$ cat src/core/serial_rx_defs.svh
`ifndef SERIAL_RX_DEFS_SVH
`define SERIAL_RX_DEFS_SVH

// register indices; the byte address on the bus is four times the index
`define IDX_PIR       8'h0c
`define IDX_RXCTL     8'h18
`define IDX_RXBUF     8'h1a
`define IDX_PIE       8'h8c
`define IDX_TXCTL     8'h98
`define IDX_BRG       8'h99
`define IDX_EVT       8'ha0
`define IDX_EVT_MASK  8'ha1

// peripheral_interrupt_flags / peripheral_interrupt_enables
`define PIR_RCV_FLAG  5
`define PIE_RCV_IE    5

// receive_status_control
`define RS_PORT_EN    7
`define RS_NINE_BIT   6
`define RS_SINGLE_RX  5
`define RS_CONT_RX    4
`define RS_ADDR_DET   3
`define RS_FRAME_ERR  2
`define RS_OVERRUN    1
`define RS_NINTH      0

// transmit_status_control
`define TS_CLK_SRC    7
`define TS_TX_NINE    6
`define TS_TX_EN      5
`define TS_SYNC       4
`define TS_HIGH_BAUD  2
`define TS_SHIFT_EMPTY 1
`define TS_TX_NINTH   0

// event status / mask bits
`define EVT_DONE      0
`define EVT_FRAME     1
`define EVT_OVERRUN   2
`define EVT_W         3

// reset values
`define RST_BYTE      8'h00
`define RST_TRANSMIT_STATUS_CONTROL     8'h02
`define RST_EVT       3'h0

// oversampling: sixteen sub-ticks per bit, decision in the middle
`define OVS_MID       4'h8
`define OVS_LAST      4'hf
`define BAUD_SLOW     11'h004
`define BAUD_FAST     11'h001

`endif

$ cat src/core/serial_rx_pkg.sv
package serial_rx_pkg;

    typedef enum logic [2:0] {
        RX_IDLE,
        RX_START,
        RX_DATA,
        RX_NINTH,
        RX_STOP
    } rx_state_e;

    typedef struct packed {
        logic       ninth;
        logic       bad_stop;
        logic [7:0] data;
    } rx_char_s;

endpackage : serial_rx_pkg

$ cat src/core/rx_char_if.sv
`timescale 1ns/1ns
interface rx_char_if import serial_rx_pkg::*; ();
    logic     push_valid;
    logic     push_ready;
    rx_char_s push_char;
    logic     pop_valid;
    logic     pop_ready;
    rx_char_s head_char;

    modport producer (
        output push_valid, push_char, pop_ready,
        input  push_ready, pop_valid, head_char
    );
    modport store (
        input  push_valid, push_char, pop_ready,
        output push_ready, pop_valid, head_char
    );
endinterface : rx_char_if

$ cat src/core/rx_char_store.sv
`timescale 1ns/1ns
module rx_char_store import serial_rx_pkg::*; #(
    parameter int DEPTH = 2
) (
    // clock and reset
    input wire logic clk_i,
    input wire logic rst_i,
    // character stream
    rx_char_if.store bus
);
    if (DEPTH < 2) begin : g_bad_depth
        $error("rx_char_store needs DEPTH of at least 2");
    end

    localparam int CW = $clog2(DEPTH + 1);

    rx_char_s        mem_reg [DEPTH];
    logic [CW-1:0]   count_reg;
    logic            push;
    logic            pop;
    logic [CW-1:0]   wr_idx;

    assign push           = bus.push_valid & bus.push_ready;
    assign pop            = bus.pop_ready & bus.pop_valid;
    assign bus.push_ready = (count_reg != CW'(DEPTH));
    assign bus.pop_valid  = (count_reg != '0);
    // entry zero is the head, so read data always comes from a register
    assign bus.head_char  = mem_reg[0];
    assign wr_idx         = pop ? CW'(count_reg - 1'b1) : count_reg;

    always_ff @(posedge clk_i) begin
        if (rst_i) begin
            count_reg <= '0;
        end else if (push && !pop) begin
            count_reg <= CW'(count_reg + 1'b1);
        end else if (pop && !push) begin
            count_reg <= CW'(count_reg - 1'b1);
        end
    end

    always_ff @(posedge clk_i) begin
        for (int i = 0; i < DEPTH; i++) begin
            if (rst_i) begin
                mem_reg[i] <= '0;
            end else if (push && CW'(i) == wr_idx) begin
                mem_reg[i] <= bus.push_char;
            end else if (pop && i < DEPTH - 1) begin
                mem_reg[i] <= mem_reg[(i + 1) % DEPTH];
            end
        end
    end
endmodule : rx_char_store

$ cat src/core/serial_receiver_address_detect.sv
// Behaviour
// completed character sets flag; irq only if enabled
// software configures divisor, mode, then enables reception
// ninth bit and errors shown in status register
// data buffer read returns low eight bits
// clearing continuous receive clears the error
// software sets nine-bit and address detect first
// address detect passes only address characters
// software clears address detect when addressed
// synchronous master is half duplex
// sync select plus port enable remaps pins
// clock source select drives clock line
// ninth bit one marks an address character
// two-deep buffer holds unread characters
// zero stop bit sets framing error, buffered
//
// Added by the designer: the Wishbone interface to the registers.
`timescale 1ns/1ns
`include "serial_rx_defs.svh"
module serial_receiver_address_detect import serial_rx_pkg::*; #(
    parameter int RX_DEPTH = 2
) (
    // clock and reset
    input  wire logic        clk_i,
    input  wire logic        rst_i,
    // wishbone slave
    input  wire logic        cyc_i,
    input  wire logic        stb_i,
    input  wire logic        we_i,
    input  wire logic [9:0]  adr_i,
    input  wire logic [3:0]  sel_i,
    input  wire logic [31:0] dat_i,
    output logic      [31:0] dat_o,
    output logic             ack_o,
    // serial pins
    input  wire logic        rx_i,
    output logic             serial_clock_line_o,
    output logic             serial_clock_line_oe_o,
    output logic             tx_permit_o,
    // interrupt
    output logic             irq_o
);
    if (RX_DEPTH != 2) begin : g_bad_depth
        $error("receive buffer must be two deep");
    end

    rx_char_if chr ();

    rx_char_store #(.DEPTH(RX_DEPTH)) u_store (
        .clk_i (clk_i),
        .rst_i (rst_i),
        .bus   (chr.store)
    );

    function automatic logic hit(input logic [7:0] idx, input logic [7:0] reg_idx);
        return idx == reg_idx;
    endfunction : hit

    logic                rx_meta_reg;
    logic                rx_sync_reg;
    logic                ack_reg;
    logic [31:0]         dat_reg;
    logic [7:0]          pie_reg;
    logic                port_en_reg;
    logic                nine_bit_reg;
    logic                single_rx_reg;
    logic                cont_rx_reg;
    logic                addr_det_reg;
    logic                oerr_reg;
    logic                clk_src_reg;
    logic                tx_nine_reg;
    logic                tx_en_reg;
    logic                sync_reg;
    logic                high_baud_reg;
    logic                tx_ninth_reg;
    logic [7:0]          brg_reg;
    logic [`EVT_W-1:0]   evt_reg;
    logic [`EVT_W-1:0]   evt_mask_reg;
    logic [10:0]         baud_cnt_reg;
    rx_state_e           state_reg;
    logic [3:0]          sub_reg;
    logic [2:0]          bit_reg;
    logic [7:0]          shift_reg;
    logic                ninth_reg;
    logic                sclk_reg;
    logic                sclk_oe_reg;
    logic                tx_permit_reg;
    logic                irq_reg;

    logic                wb_req;
    logic                wr_en;
    logic                rd_en;
    logic [7:0]          idx;
    logic [7:0]          rdata;
    logic [10:0]         baud_limit;
    logic                baud_run;
    logic                tick;
    logic                rx_en;
    logic                done;
    logic                addr_drop;
    logic                overrun;
    logic                pushed;
    logic [`EVT_W-1:0]   evt_set;
    logic [`EVT_W-1:0]   evt_clr;

    // the line is asynchronous to clk_i
    always_ff @(posedge clk_i) begin
        if (rst_i) begin
            rx_meta_reg <= 1'b1;
            rx_sync_reg <= 1'b1;
        end else begin
            rx_meta_reg <= rx_i;
            rx_sync_reg <= rx_meta_reg;
        end
    end

    assign wb_req = cyc_i & stb_i & ~ack_reg;
    assign wr_en  = wb_req & we_i & sel_i[0];
    assign rd_en  = wb_req & ~we_i;
    assign idx    = adr_i[9:2];

    always_ff @(posedge clk_i) begin
        if (rst_i) begin
            ack_reg <= 1'b0;
        end else begin
            ack_reg <= wb_req;
        end
    end

    always_comb begin
        rdata = `RST_BYTE;
        if (hit(idx, `IDX_PIR)) begin
            rdata[`PIR_RCV_FLAG] = chr.pop_valid;
        end else if (hit(idx, `IDX_RXCTL)) begin
            rdata = {port_en_reg, nine_bit_reg, single_rx_reg, cont_rx_reg,
                     addr_det_reg, chr.pop_valid & chr.head_char.bad_stop,
                     oerr_reg, chr.head_char.ninth};
        end else if (hit(idx, `IDX_RXBUF)) begin
            rdata = chr.head_char.data;
        end else if (hit(idx, `IDX_PIE)) begin
            rdata = pie_reg;
        end else if (hit(idx, `IDX_TXCTL)) begin
            rdata = {clk_src_reg, tx_nine_reg, tx_en_reg, sync_reg, 1'b0,
                     high_baud_reg, 1'b1, tx_ninth_reg};
        end else if (hit(idx, `IDX_BRG)) begin
            rdata = brg_reg;
        end else if (hit(idx, `IDX_EVT)) begin
            rdata = {5'h00, evt_reg};
        end else if (hit(idx, `IDX_EVT_MASK)) begin
            rdata = {5'h00, evt_mask_reg};
        end
    end

    always_ff @(posedge clk_i) begin
        if (rst_i) begin
            dat_reg <= 32'h0000_0000;
        end else if (rd_en) begin
            dat_reg <= {24'h00_0000, rdata};
        end
    end

    // reading the data buffer advances the two-deep buffer
    assign chr.pop_ready = rd_en & hit(idx, `IDX_RXBUF);

    always_ff @(posedge clk_i) begin
        if (rst_i) begin
            pie_reg       <= `RST_BYTE;
            port_en_reg   <= 1'b0;
            nine_bit_reg  <= 1'b0;
            single_rx_reg <= 1'b0;
            cont_rx_reg   <= 1'b0;
            addr_det_reg  <= 1'b0;
        end else if (wr_en && hit(idx, `IDX_PIE)) begin
            pie_reg <= dat_i[7:0];
        end else if (wr_en && hit(idx, `IDX_RXCTL)) begin
            port_en_reg   <= dat_i[`RS_PORT_EN];
            nine_bit_reg  <= dat_i[`RS_NINE_BIT];
            single_rx_reg <= dat_i[`RS_SINGLE_RX];
            cont_rx_reg   <= dat_i[`RS_CONT_RX];
            addr_det_reg  <= dat_i[`RS_ADDR_DET];
        end
    end

    always_ff @(posedge clk_i) begin
        if (rst_i) begin
            clk_src_reg   <= 1'b0;
            tx_nine_reg   <= 1'b0;
            tx_en_reg     <= 1'b0;
            sync_reg      <= 1'b0;
            high_baud_reg <= 1'b0;
            tx_ninth_reg  <= 1'b0;
            brg_reg       <= `RST_BYTE;
            evt_mask_reg  <= `RST_EVT;
        end else if (wr_en && hit(idx, `IDX_TXCTL)) begin
            clk_src_reg   <= dat_i[`TS_CLK_SRC];
            tx_nine_reg   <= dat_i[`TS_TX_NINE];
            tx_en_reg     <= dat_i[`TS_TX_EN];
            sync_reg      <= dat_i[`TS_SYNC];
            high_baud_reg <= dat_i[`TS_HIGH_BAUD];
            tx_ninth_reg  <= dat_i[`TS_TX_NINTH];
        end else if (wr_en && hit(idx, `IDX_BRG)) begin
            brg_reg <= dat_i[7:0];
        end else if (wr_en && hit(idx, `IDX_EVT_MASK)) begin
            evt_mask_reg <= dat_i[`EVT_W-1:0];
        end
    end

    // baud prescaler: one tick per sixteenth of a bit in async mode
    assign baud_limit = 11'((11'({3'h0, brg_reg}) + 11'h001) *
                        ((high_baud_reg | sync_reg) ? `BAUD_FAST : `BAUD_SLOW)
                        - 11'h001);
    assign baud_run   = port_en_reg & (cont_rx_reg | single_rx_reg | tx_en_reg);
    assign tick       = baud_run & (baud_cnt_reg == baud_limit);

    always_ff @(posedge clk_i) begin
        if (rst_i || !baud_run || tick) begin
            baud_cnt_reg <= 11'h000;
        end else begin
            baud_cnt_reg <= 11'(baud_cnt_reg + 11'h001);
        end
    end

    // sync mode (either role) inhibits the async receiver
    assign rx_en = port_en_reg & cont_rx_reg & ~sync_reg & ~oerr_reg;

    always_ff @(posedge clk_i) begin
        if (rst_i || !rx_en) begin
            state_reg <= RX_IDLE;
            sub_reg   <= 4'h0;
            bit_reg   <= 3'h0;
            shift_reg <= 8'h00;
            ninth_reg <= 1'b0;
        end else if (state_reg == RX_IDLE) begin
            if (!rx_sync_reg) begin
                state_reg <= RX_START;
                sub_reg   <= 4'h0;
                ninth_reg <= 1'b0;
            end
        end else if (tick) begin
            sub_reg <= 4'(sub_reg + 4'h1);
            unique case (state_reg)
                RX_START: begin
                    // a glitch shorter than half a bit is not a start bit
                    if (sub_reg == `OVS_MID && rx_sync_reg) begin
                        state_reg <= RX_IDLE;
                    end else if (sub_reg == `OVS_LAST) begin
                        state_reg <= RX_DATA;
                        bit_reg   <= 3'h0;
                    end
                end
                RX_DATA: begin
                    if (sub_reg == `OVS_MID) begin
                        shift_reg <= {rx_sync_reg, shift_reg[7:1]};
                    end
                    if (sub_reg == `OVS_LAST) begin
                        if (bit_reg == 3'h7) begin
                            state_reg <= nine_bit_reg ? RX_NINTH : RX_STOP;
                        end
                        bit_reg <= 3'(bit_reg + 3'h1);
                    end
                end
                RX_NINTH: begin
                    if (sub_reg == `OVS_MID) begin
                        ninth_reg <= rx_sync_reg;
                    end
                    if (sub_reg == `OVS_LAST) begin
                        state_reg <= RX_STOP;
                    end
                end
                RX_STOP: begin
                    // back to idle at mid stop bit so the next start is seen
                    if (sub_reg == `OVS_MID) begin
                        state_reg <= RX_IDLE;
                    end
                end
                RX_IDLE: begin
                end
            endcase
        end
    end

    assign done      = rx_en & tick & (state_reg == RX_STOP) & (sub_reg == `OVS_MID);
    assign addr_drop = addr_det_reg & nine_bit_reg & ~ninth_reg;
    assign overrun   = done & ~addr_drop & ~chr.push_ready;
    assign pushed    = chr.push_valid & chr.push_ready;

    assign chr.push_valid = done & ~addr_drop;
    assign chr.push_char  = '{ninth: ninth_reg, bad_stop: ~rx_sync_reg,
                              data: shift_reg};

    // the error holds off reception until continuous receive is toggled
    always_ff @(posedge clk_i) begin
        if (rst_i || !cont_rx_reg) begin
            oerr_reg <= 1'b0;
        end else if (overrun) begin
            oerr_reg <= 1'b1;
        end
    end

    always_comb begin
        evt_set = `RST_EVT;
        evt_set[`EVT_DONE]    = pushed;
        evt_set[`EVT_FRAME]   = pushed & chr.push_char.bad_stop;
        evt_set[`EVT_OVERRUN] = overrun;
        evt_clr = (wr_en && hit(idx, `IDX_EVT)) ? dat_i[`EVT_W-1:0] : `RST_EVT;
    end

    // a new event wins over a write-one-to-clear in the same cycle
    always_ff @(posedge clk_i) begin
        if (rst_i) begin
            evt_reg <= `RST_EVT;
        end else begin
            evt_reg <= (evt_reg & ~evt_clr) | evt_set;
        end
    end

    always_ff @(posedge clk_i) begin
        if (rst_i) begin
            irq_reg <= 1'b0;
        end else begin
            irq_reg <= (chr.pop_valid & pie_reg[`PIE_RCV_IE])
                       | |(evt_reg & evt_mask_reg);
        end
    end

    // synchronous master clock on the former transmit pin
    always_ff @(posedge clk_i) begin
        if (rst_i) begin
            sclk_reg      <= 1'b0;
            sclk_oe_reg   <= 1'b0;
            tx_permit_reg <= 1'b0;
        end else begin
            sclk_oe_reg   <= port_en_reg & sync_reg & clk_src_reg;
            tx_permit_reg <= port_en_reg & sync_reg & tx_en_reg
                             & ~(cont_rx_reg | single_rx_reg);
            if (!(port_en_reg && sync_reg && clk_src_reg && baud_run)) begin
                sclk_reg <= 1'b0;
            end else if (tick) begin
                sclk_reg <= ~sclk_reg;
            end
        end
    end

    assign dat_o                  = dat_reg;
    assign ack_o                  = ack_reg;
    assign serial_clock_line_o    = sclk_reg;
    assign serial_clock_line_oe_o = sclk_oe_reg;
    assign tx_permit_o            = tx_permit_reg;
    assign irq_o                  = irq_reg;
endmodule : serial_receiver_address_detect

$ cat config.mk
export PLATFORM = sky130hd
export DESIGN_NAME = serial_receiver_address_detect
export DESIGN_NICKNAME = d
export VERILOG_FILES = /design/src/core/serial_rx_pkg.sv /design/src/core/rx_char_if.sv /design/src/core/rx_char_store.sv /design/src/core/serial_receiver_address_detect.sv
export VERILOG_INCLUDE_DIRS = /design/src /design/src/core
export SDC_FILE = /design/constraint.sdc
export NUM_CORES = 1
export LEC_CHECK = 0
export ABC_AREA = 1
export BUFFER_PORTS_ARGS = -buffer_cell sky130_fd_sc_hd__buf_4
export CORE_ASPECT_RATIO = 0.9
export CORE_MARGIN = 3
export CORE_UTILIZATION = 35
export CTS_CLUSTER_DIAMETER = 150
export DETAILED_ROUTE_END_ITERATION = 12
export SLEW_MARGIN = 20
export SYNTH_ARGS = -nofsm -noshare
export SYNTH_HDL_FRONTEND = slang
export SYNTH_HIERARCHICAL = 1
export SYNTH_SLANG_ARGS = --single-unit
export TNS_END_PERCENT = 20
$ cat constraint.sdc
create_clock -name clk_i -period 10.3 [get_ports clk_i]
set_input_delay 0 -clock clk_i [delete_from_list [all_inputs] [get_ports clk_i]]
set_output_delay 0 -clock clk_i [all_outputs]
set_load 0.01 [all_outputs]
==> out/metrics.cfg, run 1 <==
[layout]
largest_reg_flops=20
final_common_cell=nand2_1
final_cell_mix=nand2_1, inv_1, nor2_1, dfxtp_1, a21oi_1
finalInstanceArea_um2=6920
syn2layout_area_growth_pct=13.2
nets=980
drive_gt1_share_pct=10.0
n_antenna_cell=0

[grt]
overflow=0
grt_start_max_net_pins=30
track_usage_pct=15.3
grt_pass1_wl_mm=24.2
antenna_found_initial=0
grt_pass1_vias=4815

[clock_tree]
clock_sinks=101
postCtsSetupBuffers=0
cts_tree=done
cts_resized=0
cts_root_buf=clkbuf_16
cts_inserted_buffers=9
clk_path_buf_depth=2
h-tree-depth=3
clock_latency_ns=0.35
holdBufCountCts=11
clk_pin_slew_ns=0.07

[sta]
slew_headroom_pct=33.5
fmax_mhz=196
rsz0062_at_grt=no
fin_crit_ns=5.09
fin_skew_ns=0.0109
worst_pin_slew_ns=0.994
hold_viol=0
fin_setup_tns_ns=0
setup_viol=0
drv_slew=0
post-route-period-util_pct=49.5

[power]
vdd_drop_max_mv=0.0759
leakage_nw=3.04
p_per_area_nw_per_um2=115
p_total_mw=0.796

[synthesis]
synth_cell_types=50
synth-seq-cells=101
ys_warn_count=6
yosysSeqAreaShare_pct=36.3
synth_edf_count=20
syn_area_um2=6110
async_flop_share_pct=0
avgSynthCellArea_um2=7.11
synthesis.instances=860
synthFlopType=dfxtp_1

[die]
dieWidth_um=145
die_h_um=131
core_area_um2=17000
initial_core_util_pct=36.0
dieArea_um2=19100
io-pin-count=89
rows=45

[critical_path]
critPathKind=reg2reg
worstSetupEndpointType=flip-flop
r2r_slack_ns=5.21
r2r_start=brg_reg[1]
reg2reg_to=u_store/mem_reg[0][3]
path_max_fanout=12
cp-startpoint=brg_reg[1]
cp-start-kind=flip-flop
r2r_cells=25
critical_path_arrival_ns=5.08
cp_data_required_time_ns=10.29

[worst_hold_path]
min_path_type=in2reg
min_to=dat_o[1]
min_from=rst_i
hold-path-cell-count=2

[drt]
dr.pass1.iters=5
drt_iter0_drc=348
wl_per_cell_um=12.8
vias=5320
final_antenna_net_count=0
wirelength_mm=14.6
drc_errors=0
via_per_inst=4.66

[flow_run]
cap_violations=0

[placed_design]
routabilityCongestion=0.865
dp_hpwl_mm=11.1
port_buffers=35
place_area_um2=6510

[status]
status=completed

cell families after synthesis:
| kind of cell | count (synthesis) | synth area share (%) |
|---|---|---|
| simple gates | 425 | 31.8 |
| buf+inv | 166 | 11.9 |
| compound gates | 127 | 11.6 |
| flops | 101 | 36.3 |
| fa+ha+maj | 26 | 6.18 |
| xor+xnor | 14 | 2.01 |
| other cells | 1 | 0.0613 |
per-layer routing:
metal / vias up / global-route usage [%] / part of all wire [%]
li1: 2823 / - / -
met3: 15 / 3.66 / 3.4
met5: - / 0 / 0
met4: 0 / 3.43 / 1.3
met2: 93 / 23.5 / 44
met1: 2389 / 21.9 / 51
through the flow:
stage                     cells  setup slack, ns  utilization (%)  hold WS (ns)
after floorplan             883             6.07                -        0.0691
after CTS                  1142             5.20             40.7        0.0258
after detailed placement   1115             5.24             38.3         0.190
final                      1142             5.21             40.7        0.0364
after global routing       1142             4.71             40.7        0.0393
after global placement     1115             5.27             38.3         0.189
worst max path at each step:
stage	to	slack (ns)
detailed placement	u_store/mem_reg[0][8]	5.24
CTS	u_store/mem_reg[0][3]	5.20
floorplan	u_store/mem_reg[0][0]	6.07
finish	u_store/mem_reg[0][3]	5.21
global route	u_store/mem_reg[0][3]	4.71
global placement	u_store/mem_reg[0][2]	5.27
critical path: stages (launching register included):
cell     delay (ns)
dfxtp_1        0.42
ha_1           0.21
nand2_1        0.12
inv_1          0.15
nand2_1        0.09
nand2_1        0.07
o21ai_0        0.12
nor2_1         0.22
inv_1          0.09
fa_1           0.46
ha_1           0.38
nand2_1        0.12
nor2_1         0.10
nand2_1        0.08
nand3_1        0.08
nand2_1        0.05
nand2_1        0.12
inv_1          0.05
nor2_1         0.09
nand4_1        0.14
nor2_4         0.19
nor4b_2        0.33
nand2_1        0.17
a21oi_2        0.16
nand3_2        0.26
nand3_1        0.46
cell type report:
cell class / instances / area, um2
Inverter: 128 / 480
Clock inverter: 5 / 60.1
Clock buffer: 11 / 243
Multi-Input combinational cell: 616 / 3250
Tap cell: 235 / 294
Sequential cell: 101 / 2220
Timing Repair Buffer: 46 / 373
Fill cell: 1798 / 10100
synthesized netlist by cell type (all sizes together) (2+ instances only):
master	n	area, um2
a211oi	7	52.6
ha	19	238
inv	127	477
and2	2	13.8
fa	7	140
nor3b	3	32.5
o2111ai	2	17.5
xor2	8	70.1
o22ai	4	25.0
nand2	204	816
o211ai	8	60.1
a21oi	63	323
clkbuf	10	41.3
dfxtp	81	1620
or2	6	37.5
edfxtp	20	601
nor3	10	55.1
o21ai	37	185
nor2	117	477
nand3	53	305
o21bai	2	15.0
buf	28	208
xnor2	6	52.6
nand4	27	181
where the power goes:
| group | switching, mW | total, mW | internal, mW |
|---|---|---|---|
| clock network | 0.156 | 0.352 | 0.196 |
| logic | 0.0240 | 0.0370 | 0.0130 |
| registers | 0.00144 | 0.407 | 0.406 |
No activity file was read; power rests on OpenSTA's default activity.
==> run 2: changes to the inputs <==
Clock period 10.3 ns to 4.6 ns, I/O delays scaled along.
==> run 2 against run 1 <==
Net effect:
- worst setup slack got worse by 4.9 ns
- register-to-register slack worse by 4.9 ns
- die area stayed put
- largest cell class unchanged
- first-iteration DRC count decreased by 13%
- critical path type unchanged
- highest routed layer unchanged
==> out/metrics.cfg, run 2 (same netlist as run 1, synthesis figures left out) <==
[sta]
fin_crit_ns=4.29  ; -0.807 ns
drv_slew=0  ; unchanged
fin_skew_ns=0.00729  ; -0.00360 ns
post-route-period-util_pct=93.2  ; +44 points
hold_ws_ns=0.0408  ; +0.00441 ns
fmax_mhz=233  ; +19%
hold_viol=0  ; unchanged
setup_viol=0  ; unchanged
slew_headroom_pct=37.4  ; +3.9 points
worst_pin_slew_ns=0.936  ; -0.0581 ns

[clock_tree]
clock_latency_ns=0.35  ; about the same
cts_tree=done
clock_sinks=101  ; unchanged
cts_inserted_buffers=9  ; unchanged
clk_pin_slew_ns=0.07  ; about the same
clk_path_buf_depth=2  ; unchanged
h-tree-depth=3  ; unchanged
cts_root_buf=clkbuf_16

[critical_path]
path_max_fanout=10  ; -2
cpMostUsedCell=nand2_1
cp_data_required_time_ns=4.67  ; -5.62 ns
critPathKind=reg2reg
cp_slowest_cell=fa_1
cpPeakStageDelay_ns=0.49  ; +0.03 ns
crit_buf_inv=2  ; -1
worstSetupEndpointType=flip-flop
path_delay_family=simple AND/OR/NAND/NOR gates
critical_path_arrival_ns=4.36  ; -0.72 ns
cp-start-kind=flip-flop
cp.depth=25  ; unchanged
r2r_cells=25  ; unchanged

[drt]
vias=5389  ; +1.3%
final_antenna_net_count=0  ; unchanged
drt_iter0_drc=302  ; -13%
drc_errors=0  ; unchanged
dr.pass1.iters=5  ; unchanged
wirelength_mm=14.6  ; about the same
via_per_inst=4.66  ; about the same
wl_per_cell_um=12.6  ; -1.3%

[flow_run]
cap_violations=0  ; unchanged

[grt]
overflow=0  ; unchanged
antenna_found_initial=0  ; unchanged
grt_pass1_wl_mm=23.7  ; -1.9%
grt_pass1_vias=4813  ; -0.042%
track_usage_pct=15.0  ; -0.28 points
grt_start_max_net_pins=30  ; unchanged

[power]
p_seq_share_pct=52.5  ; +1.4 points
p_per_area_nw_per_um2=243  ; +110%
pwr-share-clk_pct=42.5  ; -1.7 points
power.internal_mw=1.31  ; +110%
vdd_drop_max_mv=0.145  ; +91%
leakage_nw=3.11  ; +2.4%
power.switching_mw=0.421  ; +130%
combPwrFrac_pct=5.0  ; +0.4 points
power.share.switching_pct=24.3  ; +1.5 points

[die]
die_h_um=131  ; unchanged
io-pin-count=89  ; unchanged
dieWidth_um=145  ; unchanged
initial_core_util_pct=36.0  ; unchanged
dieArea_um2=19100  ; unchanged
rows=45  ; unchanged
core_area_um2=17000  ; unchanged

[layout]
final_cell_mix=nand2_1, inv_1, nor2_1, dfxtp_1, a21oi_1
drive_gt1_share_pct=13.4  ; +3.4 points
final_common_cell=nand2_1
syn2layout_area_growth_pct=16.7
nets=995  ; +1.5%
finalInstanceArea_um2=7130  ; +3.1%
largest_reg_flops=20  ; unchanged
n_antenna_cell=0  ; unchanged

[worst_hold_path]
min_path_type=in2reg
hold-path-cell-count=2  ; unchanged

[placed_design]
port_buffers=35  ; unchanged
dp_hpwl_mm=11.0  ; -0.39%
routabilityCongestion=0.841  ; -2.7%
place_area_um2=6620  ; +1.8%

[status]
status=completed

[run 2: changes by cell type in the layout (fill, tap and decap cells not counted), sizes merged]
cell / previous run / this run
bufinv: 1 / 0
nor2: 117 / 118
clkbuf: 11 / 9
buf: 35 / 49
inv: 128 / 131
[run 2: layout make-up]
type	instances	area (um2)
clock buffer	9	225
clock inverter	7	53.8
fill	1765	9870
inverter	128	480
multi-input combinational	617	3340
sequential	101	2230
tap	235	294
timing repair buffer	60	507
[run 2: final timing paths]
check	start	slack, ns	to
setup reg to reg	brg_reg[2]	0.31	u_store/mem_reg[1][6]
hold / removal	rst_i	0.04	ack_o
setup / recovery	brg_reg[2]	0.31	u_store/mem_reg[1][6]
hold reg to reg	rx_meta_reg	0.42	rx_sync_reg
[run 2: power groups by stage]
stage / logic, mW / clock network [mW] / registers, mW
floorplan: 0.0591 / 0 / 0.931
global placement: 0.0783 / 0 / 0.932
detailed placement: 0.0784 / 0 / 0.932
CTS: 0.0860 / 0.755 / 0.911
global route: 0.0963 / 0.780 / 0.911
finish: 0.0871 / 0.736 / 0.910
[run 2: worst register-to-register path: cells and delay by family, from the launching register on]
| family | cells | cell delay (ns) |
|---|---|---|
| DFF | 1 | 0.37 |
| xor gates and xnor gates | 1 | 0.17 |
| and+or+nand+nor | 19 | 2.28 |
| AOI/OAI and AO/OA | 1 | 0.19 |
| adders and majority gates | 2 | 0.79 |
| buffers and inverters | 2 | 0.22 |
[run 2: metal layers]
metal	wire length (um)	vias to the layer above	global-route usage (%)
met3	480	20	3.31
li1	-	2854	-
met1	7410	2430	21.1
met2	6460	85	23.1
met5	0	-	0
met4	274	0	4.80
[run 2: timing repair]
action | 4_1_cts | 5_1_grt
buffers inserted | 0 | 2
gates resized for setup | 0 | 24
endpoints found under the hold margin | 28 | 0
endpoints found under the setup margin | 0 | 40
hold buffers | 11 | 0
[run 2: stage by stage]
stage	utilization (%)	instances	setup TNS, ns	total power [mW]	setup slack [ns]
global placement	38.9	1127	0	1.01	0.136
detailed placement	38.9	1127	0	1.01	0.125
global route	41.9	1157	-0.260	1.79	-0.0245
floorplan	-	883	0	0.990	0.368
finish	41.9	1157	0	1.73	0.313
CTS	41.2	1154	0	1.75	0.0800
